===== src/rtl/fso_pkg.sv =====
// package of constants for the flash security and option block
`default_nettype none
package fso_pkg;
    // =====================================================
    // register map
    localparam logic [7:0] ADDR_OPTION  = 8'h00;
    localparam logic [7:0] ADDR_KEY_LO  = 8'h04;
    localparam logic [7:0] ADDR_KEY_HI  = 8'h08;
    localparam logic [7:0] ADDR_CTRL    = 8'h0c;
    localparam logic [7:0] ADDR_STATUS  = 8'h10;
    // =====================================================
    // option fields
    localparam int          KEY_EN_BIT   = 7;
    localparam int          REDIR_DIS_BIT = 6;
    localparam int          SEC_LSB      = 0;
    localparam logic [1:0]  SEC_UNSECURE = 2'h2;
    localparam logic [7:0]  OPTION_MASK  = 8'hc3;
    localparam logic [7:0]  OPTION_RESET = 8'h00;
    // =====================================================
    // control and status fields
    localparam int          CTRL_KEY_GO_BIT   = 0;
    localparam int          CTRL_BLANK_OK_BIT = 1;
    localparam int          STAT_SECURE_BIT   = 0;
    localparam int          STAT_REDIR_BIT    = 1;
    localparam int          STAT_KEYFAIL_BIT  = 2;
    localparam int          STAT_LOADED_BIT   = 3;
    localparam logic [1:0]  RESP_OKAY   = 2'h0;
    localparam logic [1:0]  RESP_SLVERR = 2'h2;
    localparam logic [1:0]  RESP_DECERR = 2'h3;
endpackage
`default_nettype wire


===== src/rtl/fso_top.sv =====
// flash security and option logic with an axi4-lite register slave
// Contract
// [RL1] reset copies option byte into working register
// [RL2] software reprograms option byte then resets
// [RL3] key enable zero refuses backdoor unlock
// [RL4] key writes only from secured firmware
// [RL5] matching eight-byte key unsecures until reset
// [RL6] redirect disable bit one disables redirection
// [RL7] secure state blocks unsecured memory accesses
// [RL8] key or blank check sets unsecure code
// [RL9] code one-zero means unsecured
// [RL10] other codes secure; bits five:two read zero
//
// The AXI4-Lite interface to the registers and the register addresses were left to the implementer.
`default_nettype none
module fso_top #(
    parameter int ADDR_W = 8
) (
    input  wire logic              clk_in,
    input  wire logic              arst_n_in,
    input  wire logic [7:0]        nonvolatile_option_byte_in,
    input  wire logic [63:0]       stored_backdoor_key_in,
    input  wire logic              firmware_secure_in,
    input  wire logic              background_debug_mode_in,
    input  wire logic              mem_req_in,
    input  wire logic              mem_src_unsecured_in,
    output logic                   mem_grant_out,
    output logic                   mem_block_out,
    output logic                   redirect_enable_out,
    output logic                   secure_out,
    input  wire logic [ADDR_W-1:0] s_axi_awaddr,
    input  wire logic              s_axi_awvalid,
    output logic                   s_axi_awready,
    input  wire logic [31:0]       s_axi_wdata,
    input  wire logic [3:0]        s_axi_wstrb,
    input  wire logic              s_axi_wvalid,
    output logic                   s_axi_wready,
    output logic [1:0]             s_axi_bresp,
    output logic                   s_axi_bvalid,
    input  wire logic              s_axi_bready,
    input  wire logic [ADDR_W-1:0] s_axi_araddr,
    input  wire logic              s_axi_arvalid,
    output logic                   s_axi_arready,
    output logic [31:0]            s_axi_rdata,
    output logic [1:0]             s_axi_rresp,
    output logic                   s_axi_rvalid,
    input  wire logic              s_axi_rready
);
    initial begin
        if (ADDR_W < 8) $error("fso_top: ADDR_W must be at least 8");
    end

    // =====================================================
    // decode helpers
    function automatic logic is_secure(input logic [7:0] opt);
        is_secure = opt[fso_pkg::SEC_LSB +: 2] != fso_pkg::SEC_UNSECURE;
    endfunction

    // =====================================================
    // option, key and bus state
    logic [7:0]        option;
    logic [7:0]        next_option;
    logic              loaded;
    logic              next_loaded;
    logic [63:0]       key_buf;
    logic [63:0]       next_key_buf;
    logic              key_fail;
    logic              next_key_fail;
    logic              aw_held;
    logic              next_aw_held;
    logic [ADDR_W-1:0] aw_addr;
    logic [ADDR_W-1:0] next_aw_addr;
    logic              w_held;
    logic              next_w_held;
    logic [31:0]       w_data;
    logic [31:0]       next_w_data;
    logic [3:0]        w_strb;
    logic [3:0]        next_w_strb;
    logic              bvalid;
    logic              next_bvalid;
    logic [1:0]        bresp;
    logic [1:0]        next_bresp;
    logic              rvalid;
    logic              next_rvalid;
    logic [31:0]       rdata;
    logic [31:0]       next_rdata;
    logic [1:0]        rresp;
    logic [1:0]        next_rresp;
    logic              grant;
    logic              next_grant;
    logic              block;
    logic              next_block;
    logic              key_writer_ok;
    logic              do_write;
    logic              do_read;
    logic [31:0]       wmask;

    // key bytes only from secured user firmware, never debug
    assign key_writer_ok = firmware_secure_in
                         && !background_debug_mode_in; // [RL4]
    assign do_write = (aw_held || s_axi_awvalid)
                   && (w_held || s_axi_wvalid) && !bvalid;
    assign do_read  = s_axi_arvalid && !rvalid;

    always_comb begin
        logic [ADDR_W-1:0] wa;
        logic [31:0]       wd;
        logic [3:0]        ws;
        logic [7:0]        ra;
        wa = aw_held ? aw_addr : s_axi_awaddr;
        wd = w_held ? w_data : s_axi_wdata;
        ws = w_held ? w_strb : s_axi_wstrb;
        ra = s_axi_araddr[7:0];
        for (int i = 0; i < 4; i++) begin
            wmask[i*8 +: 8] = {8{ws[i]}};
        end
        next_option   = option;
        next_loaded   = 1'b1;
        next_key_buf  = key_buf;
        next_key_fail = key_fail;
        next_aw_held  = aw_held;
        next_aw_addr  = aw_addr;
        next_w_held   = w_held;
        next_w_data   = w_data;
        next_w_strb   = w_strb;
        next_bvalid   = bvalid;
        next_bresp    = bresp;
        next_rvalid   = rvalid;
        next_rdata    = rdata;
        next_rresp    = rresp;
        if (!loaded) begin
            // first cycle after reset release loads the option byte
            next_option = nonvolatile_option_byte_in
                        & fso_pkg::OPTION_MASK; // [RL1] [RL10]
        end
        if (s_axi_awvalid && !aw_held && !bvalid && !do_write) begin
            next_aw_held = 1'b1;
            next_aw_addr = s_axi_awaddr;
        end
        if (s_axi_wvalid && !w_held && !bvalid && !do_write) begin
            next_w_held = 1'b1;
            next_w_data = s_axi_wdata;
            next_w_strb = s_axi_wstrb;
        end
        if (do_write) begin
            next_aw_held = 1'b0;
            next_w_held  = 1'b0;
            next_bvalid  = 1'b1;
            next_bresp   = fso_pkg::RESP_OKAY;
            case (wa[7:0])
                fso_pkg::ADDR_KEY_LO: begin
                    if (key_writer_ok) begin // [RL4]
                        next_key_buf[31:0] = (key_buf[31:0] & ~wmask)
                                           | (wd & wmask);
                    end else begin
                        next_bresp = fso_pkg::RESP_SLVERR;
                    end
                end
                fso_pkg::ADDR_KEY_HI: begin
                    if (key_writer_ok) begin // [RL4]
                        next_key_buf[63:32] = (key_buf[63:32] & ~wmask)
                                            | (wd & wmask);
                    end else begin
                        next_bresp = fso_pkg::RESP_SLVERR;
                    end
                end
                fso_pkg::ADDR_CTRL: begin
                    if (ws[0] && wd[fso_pkg::CTRL_KEY_GO_BIT]) begin
                        if (key_writer_ok
                            && option[fso_pkg::KEY_EN_BIT] // [RL3]
                            && key_buf == stored_backdoor_key_in) begin
                            next_option[fso_pkg::SEC_LSB +: 2] =
                                fso_pkg::SEC_UNSECURE; // [RL5] [RL8]
                        end else begin
                            next_key_fail = 1'b1; // [RL3]
                        end
                    end
                    if (ws[0] && wd[fso_pkg::CTRL_BLANK_OK_BIT]) begin
                        next_option[fso_pkg::SEC_LSB +: 2] =
                            fso_pkg::SEC_UNSECURE; // [RL8]
                    end
                end
                fso_pkg::ADDR_OPTION,
                fso_pkg::ADDR_STATUS: begin
                    next_bresp = fso_pkg::RESP_SLVERR;
                end
                default: begin
                    next_bresp = fso_pkg::RESP_DECERR;
                end
            endcase
        end
        if (bvalid && s_axi_bready) begin
            next_bvalid = 1'b0;
        end
        if (do_read) begin
            next_rvalid = 1'b1;
            next_rresp  = fso_pkg::RESP_OKAY;
            case (ra)
                fso_pkg::ADDR_OPTION: begin
                    next_rdata = {24'h000000, option}; // [RL10]
                end
                fso_pkg::ADDR_KEY_LO,
                fso_pkg::ADDR_KEY_HI,
                fso_pkg::ADDR_CTRL: begin
                    next_rdata = 32'h00000000;
                end
                fso_pkg::ADDR_STATUS: begin
                    next_rdata = 32'h00000000;
                    next_rdata[fso_pkg::STAT_SECURE_BIT] =
                        is_secure(option); // [RL9]
                    next_rdata[fso_pkg::STAT_REDIR_BIT] =
                        !option[fso_pkg::REDIR_DIS_BIT];
                    next_rdata[fso_pkg::STAT_KEYFAIL_BIT] = key_fail;
                    next_rdata[fso_pkg::STAT_LOADED_BIT]  = loaded;
                end
                default: begin
                    next_rdata = 32'h00000000;
                    next_rresp = fso_pkg::RESP_DECERR;
                end
            endcase
        end
        if (rvalid && s_axi_rready) begin
            next_rvalid = 1'b0;
        end
        // secure state blocks unsecured sources and debug access
        next_grant = 1'b0;
        next_block = 1'b0;
        if (mem_req_in) begin
            if (is_secure(option) && (mem_src_unsecured_in
                || background_debug_mode_in)) begin // [RL7] [RL10]
                next_block = 1'b1;
            end else begin
                next_grant = 1'b1;
            end
        end
    end

    always_ff @(posedge clk_in or negedge arst_n_in) begin
        if (!arst_n_in) begin
            option   <= fso_pkg::OPTION_RESET;
            loaded   <= 1'b0;
            key_buf  <= 64'h0000000000000000;
            key_fail <= 1'b0;
            aw_held  <= 1'b0;
            aw_addr  <= '0;
            w_held   <= 1'b0;
            w_data   <= 32'h00000000;
            w_strb   <= 4'h0;
            bvalid   <= 1'b0;
            bresp    <= 2'h0;
            rvalid   <= 1'b0;
            rdata    <= 32'h00000000;
            rresp    <= 2'h0;
            grant    <= 1'b0;
            block    <= 1'b0;
        end else begin
            option   <= next_option;
            loaded   <= next_loaded;
            key_buf  <= next_key_buf;
            key_fail <= next_key_fail;
            aw_held  <= next_aw_held;
            aw_addr  <= next_aw_addr;
            w_held   <= next_w_held;
            w_data   <= next_w_data;
            w_strb   <= next_w_strb;
            bvalid   <= next_bvalid;
            bresp    <= next_bresp;
            rvalid   <= next_rvalid;
            rdata    <= next_rdata;
            rresp    <= next_rresp;
            grant    <= next_grant;
            block    <= next_block;
        end
    end

    // =====================================================
    // outputs, all from flip-flops
    logic redir_q;
    logic secure_q;
    logic awready_q;
    logic wready_q;
    logic arready_q;
    always_ff @(posedge clk_in or negedge arst_n_in) begin
        if (!arst_n_in) begin
            redir_q   <= 1'b0;
            secure_q  <= 1'b1;
            awready_q <= 1'b1;
            wready_q  <= 1'b1;
            arready_q <= 1'b1;
        end else begin
            redir_q   <= loaded && !option[fso_pkg::REDIR_DIS_BIT]; // [RL6]
            secure_q  <= !loaded || is_secure(next_option); // [RL9]
            awready_q <= !next_aw_held && !next_bvalid;
            wready_q  <= !next_w_held && !next_bvalid;
            arready_q <= !next_rvalid;
        end
    end

    assign redirect_enable_out = redir_q;
    assign secure_out          = secure_q;
    assign mem_grant_out       = grant;
    assign mem_block_out       = block;
    assign s_axi_awready       = awready_q;
    assign s_axi_wready        = wready_q;
    assign s_axi_bvalid        = bvalid;
    assign s_axi_bresp         = bresp;
    assign s_axi_arready       = arready_q;
    assign s_axi_rvalid        = rvalid;
    assign s_axi_rdata         = rdata;
    assign s_axi_rresp         = rresp;
endmodule
`default_nettype wire


===== config.mk =====
export PLATFORM = sky130hd
export DESIGN_NAME = fso_top
export DESIGN_NICKNAME = d
export VERILOG_FILES = /design/src/rtl/fso_pkg.sv /design/src/rtl/fso_top.sv
export SDC_FILE = /design/constraint.sdc
export NUM_CORES = 1
export LEC_CHECK = 0
export BUFFER_PORTS_ARGS = -buffer_cell sky130_fd_sc_hd__buf_2
export CAP_MARGIN = 10
export CORE_ASPECT_RATIO = 1.1
export CORE_MARGIN = 1
export CORE_UTILIZATION = 53
export CTS_CLUSTER_SIZE = 28
export DETAILED_ROUTE_END_ITERATION = 7
export GPL_ROUTABILITY_DRIVEN = 0
export HOLD_SLACK_MARGIN = 0.12
export PLACE_DENSITY = 0.86
export SYNTH_ARGS = -nofsm -noshare
export SYNTH_HDL_FRONTEND = slang
export SYNTH_SLANG_ARGS = --single-unit

===== constraint.sdc =====
create_clock -name clk_in -period 2.3 [get_ports clk_in]
set_input_delay 0.23 -clock clk_in [delete_from_list [all_inputs] [get_ports clk_in]]
set_output_delay 0.23 -clock clk_in [all_outputs]
set_load 0.02 [all_outputs]

## After elaboration in Yosys (flattened, before gate mapping)

Index checks and enable logic that the tools add are counted.

- Word-level logic and storage cells: 110
- Flip-flop bits (word level): 161
- Input port bits: 135
- ROM bits: 0
- Memory bits (writable): 0
- Memories kept: 0
- Output and inout bits: 45
- Latch bits: 0

- Order comparisons: 0
- Shifts and indexed selects: 0
- Reduce and logical (&&, ||, !) cells: 44
- Divide/modulo/power cells: 0
- Bitwise gates (word level): 7
- Multiply operators: 0
- Add/sub/neg operators: 0
- Equal/unequal tests: 11
- Mux-type cells: 25

Operators by type and width:

| kind | number |
|---|---|
| 32-bit bitwise AND | 3 |
| 64-bit == test | 1 |
| 32-bit bitwise OR | 2 |
| 8-bit by 4-bit == test with 1-bit output (second input constant) | 4 |
| 32-bit 2-to-1 mux | 1 |
| 32-bit NOT | 1 |
| 1-bit logical AND | 20 |
| 8-bit by 3-bit == test with 1-bit output (second input constant) | 2 |
| 8-bit by 5-bit == test with 1-bit output (second input constant) | 2 |
| 8-bit logical NOT | 2 |
| 2-bit 2-to-1 mux | 8 |
| 8-bit case mux with 2 select lines | 1 |
| 1-bit logical NOT | 12 |
| 1-bit 2-to-1 mux | 12 |
| 8-bit 2-to-1 mux | 1 |
| 2-bit case mux with 3 select lines | 1 |
| 3-bit AND reduction | 2 |
| 5-bit OR reduction | 1 |
| 1-bit logical OR | 4 |
| 4-bit 2-to-1 mux | 1 |
| 2-bit inequality test (second input constant) | 2 |
| 4-bit AND reduction | 1 |
| 2-bit OR reduction | 2 |
| 1-bit NOT | 1 |

## Depth between registers and ports, before layout

Gate-level depths: netlist (run 1).

- Word-level depth: 11
- Mapped depth: 7
- Gate-level depth less buffers: 6

## Worst setup path after synthesis (run 1)

No wires, ideal clock.

- Path type: reg-to-reg
- Start: register (tool-made name)
- End: register option[1]
- Arrival time: 2.004 ns
- Buffers on the path: 0
- Clock period less this slack: 2.068 ns
- Library setup time: 0.065 ns
- Path slack: 0.232 ns
- Data required time: 2.235 ns
- Stages on the path, launching flop included: 7
- Cells stage by stage: dfrtp_1 -> nor2b_4 -> a2111oi_2 -> o2111ai_1 -> or4_4 -> o41ai_2 -> a211o_1

RTL lines:

| item | RTL line | source |
|---|---|---|
| end signal: assignment | fso_top.sv:240 | `option <= fso_pkg::OPTION_RESET;` |
| end signal: assignment | fso_top.sv:257 | `option <= next_option;` |
| end: declaration | fso_top.sv:61 | `logic [7:0] option;` |

==> flow_metrics.env, run 1 <==
export IMPL_synth_simple_area_share=0.0915
export IMPL_required_ns=2.59
export IMPL_nets=885
export IMPL_timing_fmax_ghz=0.461
export IMPL_dieArea_um2=13100
export IMPL_synthAdderAreaFrac=0.00150
export IMPL_peakVddDrop_v=0.000601
export IMPL_period_needed_ns=2.17
export IMPL_grt_max_degree=63
export IMPL_synth_top_family_by_area="multiplexers"
export IMPL_finalMaxSlewViolations=0
export IMPL_ys_types=53
export IMPL_multi_input_area_um2=3150
export IMPL_finalCritPeriodShare=0.942
export IMPL_tightest_slew_ns=0.577
export IMPL_cts_buffers=17
export IMPL_p_leak_nw=4.15
export IMPL_start_util=0.551
export IMPL_maxCapViolations=0
export IMPL_cp_slowest_cell="dlygate4sd3_1"
export IMPL_fin_skew_ns=0.0149
export IMPL_post_synth_top_count_cell="dfrtp_1"
export IMPL_wl_per_cell_um=18.2
export IMPL_clock_sinks=134
export IMPL_synthTopCellsByArea="dfrtp_1 (49%), mux2_2 (16%), mux2_1 (8.1%)"
export IMPL_cp_end_kind="flop"
export IMPL_synth_compound_area_share=0.0436
export IMPL_htree_levels=4
export IMPL_r2r_end="option[1]$_DFF_PN0_"
export IMPL_post_route_util=0.720
export IMPL_ys_ff_latch=134
export IMPL_synthXorXnorAreaFrac=0.0642
export IMPL_synthMuxAreaShare=0.248
export IMPL_ys_warn_count=0
export IMPL_hold_violations=0
export IMPL_ys_seq_area_frac=0.502
export IMPL_synthFlopType="dfrtp_1"
export IMPL_hp_class="input port to flop"
export IMPL_grt_pass1_wl_mm=26.4
export IMPL_rows=42
export IMPL_nFillCells=800
export IMPL_clk_latency_ns=0.42
export IMPL_crit_path_start_kind="input port"
export IMPL_path_cells="dlygate4sd3_1 -> buf_2 -> nor4_2 -> a22o_1 -> and3_4 -> nand3_4 -> nor2_4 -> buf_4 -> mux2_1"
export IMPL_io_pins=180
export IMPL_setup_tns_ns=0
export IMPL_routed_wl_mm=16.6
export IMPL_core_area_um2=12100
export IMPL_grt_antenna_before_repair=2
export IMPL_reg2reg_depth=6
export IMPL_drt_initial_drc_count=277
export IMPL_critical_path_class="input port to flop"
export IMPL_grt_pass1_vias=5231
export IMPL_crit_fanout=5
export IMPL_remaining_drc_errors=0
export IMPL_arrival_ns=2.46
export IMPL_place_hpwl_mm=11.4
export IMPL_via_per_inst=5.35
export IMPL_portBuffers=149
export IMPL_async_flop_share=1.00
export IMPL_synth_top_area_cell="dfrtp_1"
export IMPL_clockBufferDepth=2
export IMPL_whs_path_depth=4
export IMPL_dpl_cell_count=828
export IMPL_root_buffer="clkbuf_16"
export IMPL_r2r_setup_slack_ns=0.15
export IMPL_syn_area_um2=6680
export IMPL_path_clk_slew_ns=0.05
export IMPL_synth_cells=529
export IMPL_min_from="mem_src_unsecured_in"
export IMPL_stdcell_count=916
export IMPL_grtUsageTotal=0.274
export IMPL_max_slew_margin_rel=0.604
export IMPL_ant_nets=0
export IMPL_via_count=4897
export IMPL_die_w_um=109
export IMPL_max_stage_delay_ns=0.53
export IMPL_grt_ovfl_total=0
export IMPL_die_h_um=120
export IMPL_setup_violations_final=0
export IMPL_final_seq_area_um2=3360
export IMPL_avgSynthCellArea_um2=12.6
export IMPL_power_density_nw_per_um2=883
export IMPL_synth_top_area_share=0.487
export IMPL_worstHoldEndpoint="mem_grant_out$_DFF_PN0_"
export IMPL_status="finished, final reports clean"
export IMPL_drt_first_pass_iters=4
export IMPL_tritoncts="yes"
export IMPL_synth_cells_most_frequent="dfrtp_1 (130), mux2_2 (93), mux2_1 (48), xnor2_1 (36), buf_4 (27)"
export IMPL_synth_edf_count=0
export IMPL_area_delta_synth_final_pct=30.8
export IMPL_drive_gt1_frac=0.401
## cell usage in the layout, fill, tap and decap left out, drive strengths merged, types with 2 or more instances in the layout
cell	synthesis	final
nor2b	15	15
nand2	19	19
conb	2	27
o21bai	2	2
a22o	2	2
clkbuf	7	26
nor4b	2	2
xor2	13	13
buf	31	164
o31ai	2	2
mux2i	7	7
o2111ai	3	3
nand4	10	10
nand3	8	8
a2111o	2	2
dfrtp	130	130
nor4	7	7
xnor2	36	36
mux2	141	141
nor2	24	24
dlygate4sd3	0	51
o21ai	10	10
o21a	3	3
and2b	3	3
nand2b	2	2
clkinv	0	2
o22ai	3	3
a21oi	4	4
nor3	6	6
dfstp	4	4
inv	17	17
## stage by stage
step | hold WS, ns | total power, W | worst slack, ns | instance area [um^2]
after CTS | 0.130 | 0.00772 | 0.00525 | 8620
after global routing | 0.180 | 0.00809 | -0.0108 | 8740
after global placement | 0.245 | 0.00504 | 0.0776 | 7580
after detailed placement | 0.251 | 0.00518 | 0.0265 | 7580
after floorplan | -0.0656 | 0.00455 | 0.232 | 6780
final | 0.147 | 0.00772 | 0.133 | 8740
## worst max path at each step
stage | start | endpoint
3_3_place_gp | flop | secure_out$_DFF_PN1_
5_1_grt | flop | secure_out$_DFF_PN1_
3_5_place_dp | flop | secure_out$_DFF_PN1_
4_1_cts | flop | secure_out$_DFF_PN1_
2_1_floorplan | flop | option[1]$_DFF_PN0_
6_report | s_axi_awaddr[0] | flop
## metal layers
layer,vias up,wire (um),track usage
met4,2,426,0.111
met2,187,8680,0.468
met3,34,970,0.0831
met1,2418,6540,0.315
met5,-,13,0
li1,2256,-,-
## critical path: cells and delay by family
family | cells | cell delay, ns
and+or+nand+nor | 4 | 0.86
buffers and inverters | 3 | 0.83
muxes | 1 | 0.33
AOI/OAI and AO/OA | 1 | 0.20
## cell type report
type,count,area share
tap,154,0.0220
sequential,134,0.384
multi-input combinational,365,0.360
inverter,17,0.00730
clock inverter,4,0.00544
clock buffer,26,0.0548
timing repair buffer,215,0.166
antenna,1,0.000286
## power by group
group,internal (W),switching (W),total (W)
Clock,0.00153,0.000942,0.00247
Sequential,0.00289,0.000303,0.00319
Combinational,0.00107,0.000993,0.00206
Total,0.00548,0.00224,0.00772
## cells by family (layout without fill, tap and decap cells)
| family | count (synthesis) | in the layout |
|---|---|---|
| AO/OA/AOI/OAI | 39 | 39 |
| flip-flops | 134 | 134 |
| XOR/XNOR | 49 | 49 |
| other | 2 | 28 |
| buffers and inverters | 55 | 262 |
| AND/OR/NAND/NOR | 101 | 101 |
| multiplexers | 148 | 148 |
| adder cells (fa/ha/maj) | 1 | 1 |
## what timing repair did
item                                   in CTS  in global routing
endpoints found under the hold margin     111                  0
setup buffers                               0                  6
gates resized for setup                     0                  5
setup endpoints to repair                   0                 67
hold buffers                               51                  0
Power figures use the tool's default switching activity.
==> inputs of run 2 (changes only) <==
--- a/config.mk
+++ b/config.mk
@@ -14,7 +14,8 @@
 export DETAILED_ROUTE_END_ITERATION = 7
 export GPL_ROUTABILITY_DRIVEN = 0
 export HOLD_SLACK_MARGIN = 0.12
-export PLACE_DENSITY = 0.86
+export PLACE_DENSITY = 0.91
+export RECOVER_POWER = 50
 export SYNTH_ARGS = -nofsm -noshare
 export SYNTH_HDL_FRONTEND = slang
 export SYNTH_SLANG_ARGS = --single-unit
==> run 2 against run 1 <==
  * Final cell count increased by 0.55%
  * Worst setup slack lost 0.071 ns
  * Clock skew fell by 0.0053 ns
  * Sequential share of layout area fell by 0.35 points
  * Routed wire length is 9.5% higher
  * Non-clock buffer count grew 2
  * Critical path type is now flop to flop
==> flow_metrics.env, run 2 (synthesis results as in run 1) <==
export IMPL_finalHoldWorstSlack_ns=0.145
export IMPL_die_h_um=120
export IMPL_grt_pass1_vias=5572
export IMPL_final_setup_worst_slack_ns=0.0621
export IMPL_intPower_w=0.00571
export IMPL_via_count=5189
export IMPL_required_ns=2.62
export IMPL_grtUsageTotal=0.290
export IMPL_cp_end_kind="flop"
export IMPL_via_per_inst=5.63
export IMPL_grt_setup_unrepaired="yes"
export IMPL_setup_tns_ns=0
export IMPL_post_place_ws_ns=0.0391
export IMPL_clockBufferDepth=2
export IMPL_switchingPower_w=0.00236
export IMPL_arrival_ns=2.56
export IMPL_root_buffer="clkbuf_16"
export IMPL_crit_fanout=3
export IMPL_stdcell_count=921
export IMPL_power_density_nw_per_um2=914
export IMPL_finalMaxSlewViolations=0
export IMPL_place_hpwl_mm=12.1
export IMPL_dpl_cell_count=831
export IMPL_grt_ovfl_total=0
export IMPL_dieArea_um2=13100
export IMPL_fin_skew_ns=0.00959
export IMPL_area_delta_synth_final_pct=32.0
export IMPL_pwr_share_clk=0.346
export IMPL_final_common_cell="buf_2"
export IMPL_wl_per_cell_um=19.8
export IMPL_finalCritPeriodShare=0.973
export IMPL_htree_levels=4
export IMPL_drive_gt1_frac=0.410
export IMPL_setup_violations_final=0
export IMPL_drt_first_pass_iters=4
export IMPL_peakVddDrop_v=0.000727
export IMPL_die_w_um=109
export IMPL_grt_pass1_wl_mm=28.1
export IMPL_status="finished, final reports clean"
export IMPL_path_clk_slew_ns=0.06
export IMPL_start_util=0.551
export IMPL_timing_fmax_ghz=0.447
export IMPL_endpoint="secure_out$_DFF_PN1_"
export IMPL_swShare=0.292
export IMPL_period_needed_ns=2.24
export IMPL_critical_path_class="flop to flop"
export IMPL_hold_violations=0
export IMPL_crit_path_start_kind="flop"
export IMPL_drt_initial_drc_count=215
export IMPL_grt_max_degree=54
export IMPL_io_pins=180
export IMPL_routed_wl_mm=18.2
export IMPL_pwr_share_comb=0.257
export IMPL_nets=887
export IMPL_ant_nets=0
export IMPL_maxCapViolations=0
export IMPL_hp_class="input port to flop"
export IMPL_remaining_drc_errors=0
export IMPL_r2r_setup_slack_ns=0.06
export IMPL_tightest_slew_ns=1.40
export IMPL_grt_antenna_before_repair=1
export IMPL_reg2reg_depth=7
export IMPL_layout_common_cells="buf_2 (148), dfrtp_1 (129), mux2_2 (93), dlygate4sd3_1 (51), mux2_1 (48)"
export IMPL_clk_latency_ns=0.41
export IMPL_portBuffers=149
export IMPL_clock_sinks=134
export IMPL_p_leak_nw=4.20
export IMPL_p_seq_frac=0.397
export IMPL_rows=42
export IMPL_core_area_um2=12100
export IMPL_cts_buffers=17
export IMPL_max_slew_margin_rel=0.0694
export IMPL_r2r_end="secure_out$_DFF_PN1_"
export IMPL_tritoncts="yes"
[run 2: cell types whose count changed in the layout (fill, tap and decap cells not counted)]
cell        before  now
buf_12           6    7
buf_4            9    8
buf_6            1    0
bufinv_16        1    3
clkbuf_1         7    1
clkbuf_2         0    3
clkinv_2         2    3
clkinv_4         0    2
clkinvlp_4       1    4
diode_2          1    2
nand3_2          0    2
nand3_4          2    0
nor4_1           4    5
nor4_2           3    2
[run 2: per-stage QoR]
stage          power (W)   util  cell area [um^2]
6_report         0.00807  0.727              8820
5_1_grt          0.00838  0.727              8820
3_5_place_dp     0.00519  0.625              7590
4_1_cts          0.00805  0.718              8710
2_1_floorplan    0.00455      -              6780
3_3_place_gp     0.00502  0.625              7590
[run 2: critical path, cell delays in order (launching register included)]
cell and delay [ns]:
dfrtp_1 0.39, nor2b_4 0.13, a2111oi_2 0.36, o2111ai_1 0.16, or4_4 0.53, o41ai_4 0.34, buf_4 0.17, o21ai_1 0.07
[run 2: routing by layer]
layer,up-vias,GRT usage,part of all wire
met3,59,0.0804,0.061
met1,2615,0.321,0.37
met2,253,0.501,0.52
met4,0,0.147,0.047
li1,2262,-,-
met5,-,0,0
[run 2: worst min path at each step]
stage | start | to | cells after the start
floorplan | arst_n_in | asynchronous set/reset pin | 0
global placement | arst_n_in | w_data[15]$_DFFE_PN0P_ | 1
detailed placement | arst_n_in | asynchronous set/reset pin | 1
CTS | background_debug_mode_in | mem_grant_out$_DFF_PN0_ | 4
global route | background_debug_mode_in | mem_grant_out$_DFF_PN0_ | 4
finish | background_debug_mode_in | mem_grant_out$_DFF_PN0_ | 4
[run 2: what timing repair did]
item	CTS	global route
endpoints found under the hold margin	98	0
setup endpoints to repair	0	39
resized for setup	0	2
setup buffers	0	5
hold buffers	51	0
[run 2: cell type report]
type	instances	area [um^2]
sequential	134	3360
fill	756	3320
multi-input combinational	365	3130
timing repair buffer	217	1470
clock buffer	20	457
tap	154	193
clock inverter	12	153
inverter	17	63.8
antenna	2	5.00
[run 2: power by group through the flow]
stage | registers [W] | logic, W | clock network [W]
6_report | 0.00320 | 0.00207 | 0.00279
4_1_cts | 0.00319 | 0.00206 | 0.00281
5_1_grt | 0.00325 | 0.00222 | 0.00291
3_3_place_gp | 0.00316 | 0.00186 | 0
3_5_place_dp | 0.00322 | 0.00197 | 0
2_1_floorplan | 0.00317 | 0.00138 | 0
==> inputs of run 3 (changes only) <==
--- a/config.mk
+++ b/config.mk
@@ -9,12 +9,12 @@
 export CAP_MARGIN = 10
 export CORE_ASPECT_RATIO = 1.1
 export CORE_MARGIN = 1
-export CORE_UTILIZATION = 53
+export CORE_UTILIZATION = 48
 export CTS_CLUSTER_SIZE = 28
 export DETAILED_ROUTE_END_ITERATION = 7
 export GPL_ROUTABILITY_DRIVEN = 0
 export HOLD_SLACK_MARGIN = 0.12
-export PLACE_DENSITY = 0.91
+export PLACE_DENSITY = 0.88
 export RECOVER_POWER = 50
 export SYNTH_ARGS = -nofsm -noshare
 export SYNTH_HDL_FRONTEND = slang
==> constraint.sdc (replaced) <==
create_clock -name clk_in -period 1.8 [get_ports clk_in]
set_input_delay 0.18 -clock clk_in [delete_from_list [all_inputs] [get_ports clk_in]]
set_output_delay 0.18 -clock clk_in [all_outputs]
set_load 0.02 [all_outputs]
==> run 3 against run 2 <==
  * The run now ends with setup timing left
  * Critical path type unchanged
  * Critical path depth shrank 1
  * Combinational power rose by 43%
  * Sequential power rose by 29%
  * Critical endpoint is now option[1]$_DFF_PN0_
  * Clock skew fell by 0.0023 ns
  * Worst hold slack improved by 0.035 ns
  * Final cell count up 7.5%
  * Global-route usage decreased by 2.7 points
  * Total power grew 31%
  * Die area increased by 10%
==> flow_metrics.env, run 3 (synthesis results as in run 1) <==
export IMPL_final_setup_worst_slack_ns=-0.251
export IMPL_start_util=0.500
export IMPL_routed_wl_mm=18.2
export IMPL_grt_antenna_before_repair=5
export IMPL_drive_gt1_frac=0.507
export IMPL_dpl_cell_count=890
export IMPL_htree_levels=4
export IMPL_p_seq_frac=0.390
export IMPL_r2r_end="option[1]$_DFF_PN0_"
export IMPL_root_buffer="clkbuf_16"
export IMPL_grt_ovfl_total=0
export IMPL_fin_skew_ns=0.00729
export IMPL_nets=923
export IMPL_io_pins=180
export IMPL_power_total_w=0.0106
export IMPL_critical_path_class="flop to flop"
export IMPL_die_w_um=115
export IMPL_p_leak_nw=4.43
export IMPL_peakVddDrop_v=0.000898
export IMPL_via_per_inst=5.18
export IMPL_final_seq_area_um2=3360
export IMPL_post_route_util=0.716
export IMPL_whs_path_depth=3
export IMPL_required_ns=2.16
export IMPL_final_common_cell="buf_2"
export IMPL_hold_violations=0
export IMPL_drt_initial_drc_count=206
export IMPL_period_needed_ns=2.05
export IMPL_dieArea_um2=14400
export IMPL_via_count=5128
export IMPL_grt_max_degree=56
export IMPL_grt_setup_unrepaired="yes"
export IMPL_nFillCells=940
export IMPL_max_stage_delay_ns=0.52
export IMPL_setup_violations_final=68
export IMPL_swShare=0.290
export IMPL_power_density_nw_per_um2=1100
export IMPL_r2r_setup_slack_ns=-0.25
export IMPL_max_slew_margin_rel=0.517
export IMPL_cts_buffers=17
export IMPL_rows=44
export IMPL_crit_path_start_kind="flop"
export IMPL_switchingPower_w=0.00307
export IMPL_clk_latency_ns=0.42
export IMPL_stdcell_count=990
export IMPL_portBuffers=149
export IMPL_grt_pass1_wl_mm=28.3
export IMPL_path_cells="nor2b_2 -> a2111oi_4 -> o2111ai_1 -> or4_4 -> o41ai_4 -> a211o_1"
export IMPL_multi_input_area_um2=3500
export IMPL_hp_class="input port to flop"
export IMPL_reg2reg_depth=6
export IMPL_pwr_share_clk=0.330
export IMPL_grtUsageTotal=0.262
export IMPL_wl_per_cell_um=18.3
export IMPL_clock_sinks=134
export IMPL_timing_fmax_ghz=0.487
export IMPL_status="finished, violations left"
export IMPL_cp_slowest_cell="or4_4"
export IMPL_violations="setup timing"
export IMPL_place_hpwl_mm=12.6
export IMPL_arrival_ns=2.41
export IMPL_area_delta_synth_final_pct=43.2
export IMPL_finalHoldWorstSlack_ns=0.180
export IMPL_min_from="s_axi_araddr[3]"
export IMPL_layout_common_cells="buf_2 (148), dfrtp_1 (128), mux2_2 (77), mux2_4 (64), dlygate4sd3_1 (57)"
export IMPL_remaining_drc_errors=0
export IMPL_path_clk_slew_ns=0.06
export IMPL_intPower_w=0.00750
export IMPL_finalCritPeriodShare=1.14
export IMPL_die_h_um=126
export IMPL_grt_pass1_vias=5507
export IMPL_tritoncts="yes"
export IMPL_cp_end_kind="flop"
export IMPL_crit_fanout=3
export IMPL_clockBufferDepth=2
export IMPL_finalMaxSlewViolations=0
export IMPL_drt_first_pass_iters=4
export IMPL_maxCapViolations=0
export IMPL_ant_nets=0
export IMPL_tightest_slew_ns=0.724
export IMPL_worstHoldEndpoint="s_axi_rdata[1]$_DFFE_PN0P_"
export IMPL_core_area_um2=13400
export IMPL_pwr_share_comb=0.280
[run 3: layout make-up]
class | instances | area share
multi-input cells | 365 | 0.366
well taps | 184 | 0.0240
diodes | 5 | 0.00131
inverters | 17 | 0.00667
clock buffers | 24 | 0.0524
flip-flops and latches | 134 | 0.351
clock inverters | 8 | 0.00993
repair buffers | 253 | 0.189
[run 3: worst max-delay path by stage]
stage,from,to,slack [ns]
final,flop,option[1]$_DFF_PN0_,-0.25
after global routing,flop,option[0]$_DFF_PN0_,-0.34
after CTS,aw_addr[0]$_DFFE_PN0P_,flop,-0.21
after detailed placement,aw_addr[0]$_DFFE_PN0P_,flop,-0.22
after global placement,flop,option[0]$_DFF_PN0_,-0.20
after floorplan,s_axi_bvalid$_DFF_PN0_,flop,-0.08
[run 3: timing repair]
item                                    in CTS  in global routing
hold buffers                                57                  0
endpoints found under the hold margin      189                  0
endpoints found under the setup margin      68                 73
gates cloned                                 0                  2
setup buffers                                2                  2
gates resized for setup                     13                 12
pin swaps                                   11                  9
[run 3: power groups by stage]
stage | logic, W | clock network, W | registers [W]
floorplan | 0.00192 | 0 | 0.00408
global placement | 0.00261 | 0 | 0.00408
detailed placement | 0.00272 | 0 | 0.00414
CTS | 0.00288 | 0.00352 | 0.00410
global route | 0.00316 | 0.00368 | 0.00419
finish | 0.00296 | 0.00349 | 0.00412
[run 3: metal layers]
metal	part of all wire	up-vias	routed length, um	global-route usage
li1	-	2336	-	-
met1	0.41	2568	7380	0.314
met2	0.51	187	9330	0.445
met3	0.054	37	985	0.0707
met4	0.026	0	473	0.108
met5	0	-	0	0
[run 3: worst max-delay path: cells and delay by family (launching register included)]
kind	cells	cell delay [ns]
AND/OR/NAND/NOR	2	0.59
AO/OA/AOI/OAI	4	1.01
flip-flops	1	0.38
[run 3: metrics by stage]
| stage | area (um^2) | setup TNS [ns] | setup WS [ns] |
|---|---|---|---|
| final | 9570 | -10.21 | -0.251 |
| after detailed placement | 8240 | -12.55 | -0.218 |
| after CTS | 9500 | -11.68 | -0.206 |
| after global placement | 8240 | -6.81 | -0.200 |
| after floorplan | 7080 | -3.88 | -0.0820 |
| after global routing | 9570 | -17.78 | -0.344 |
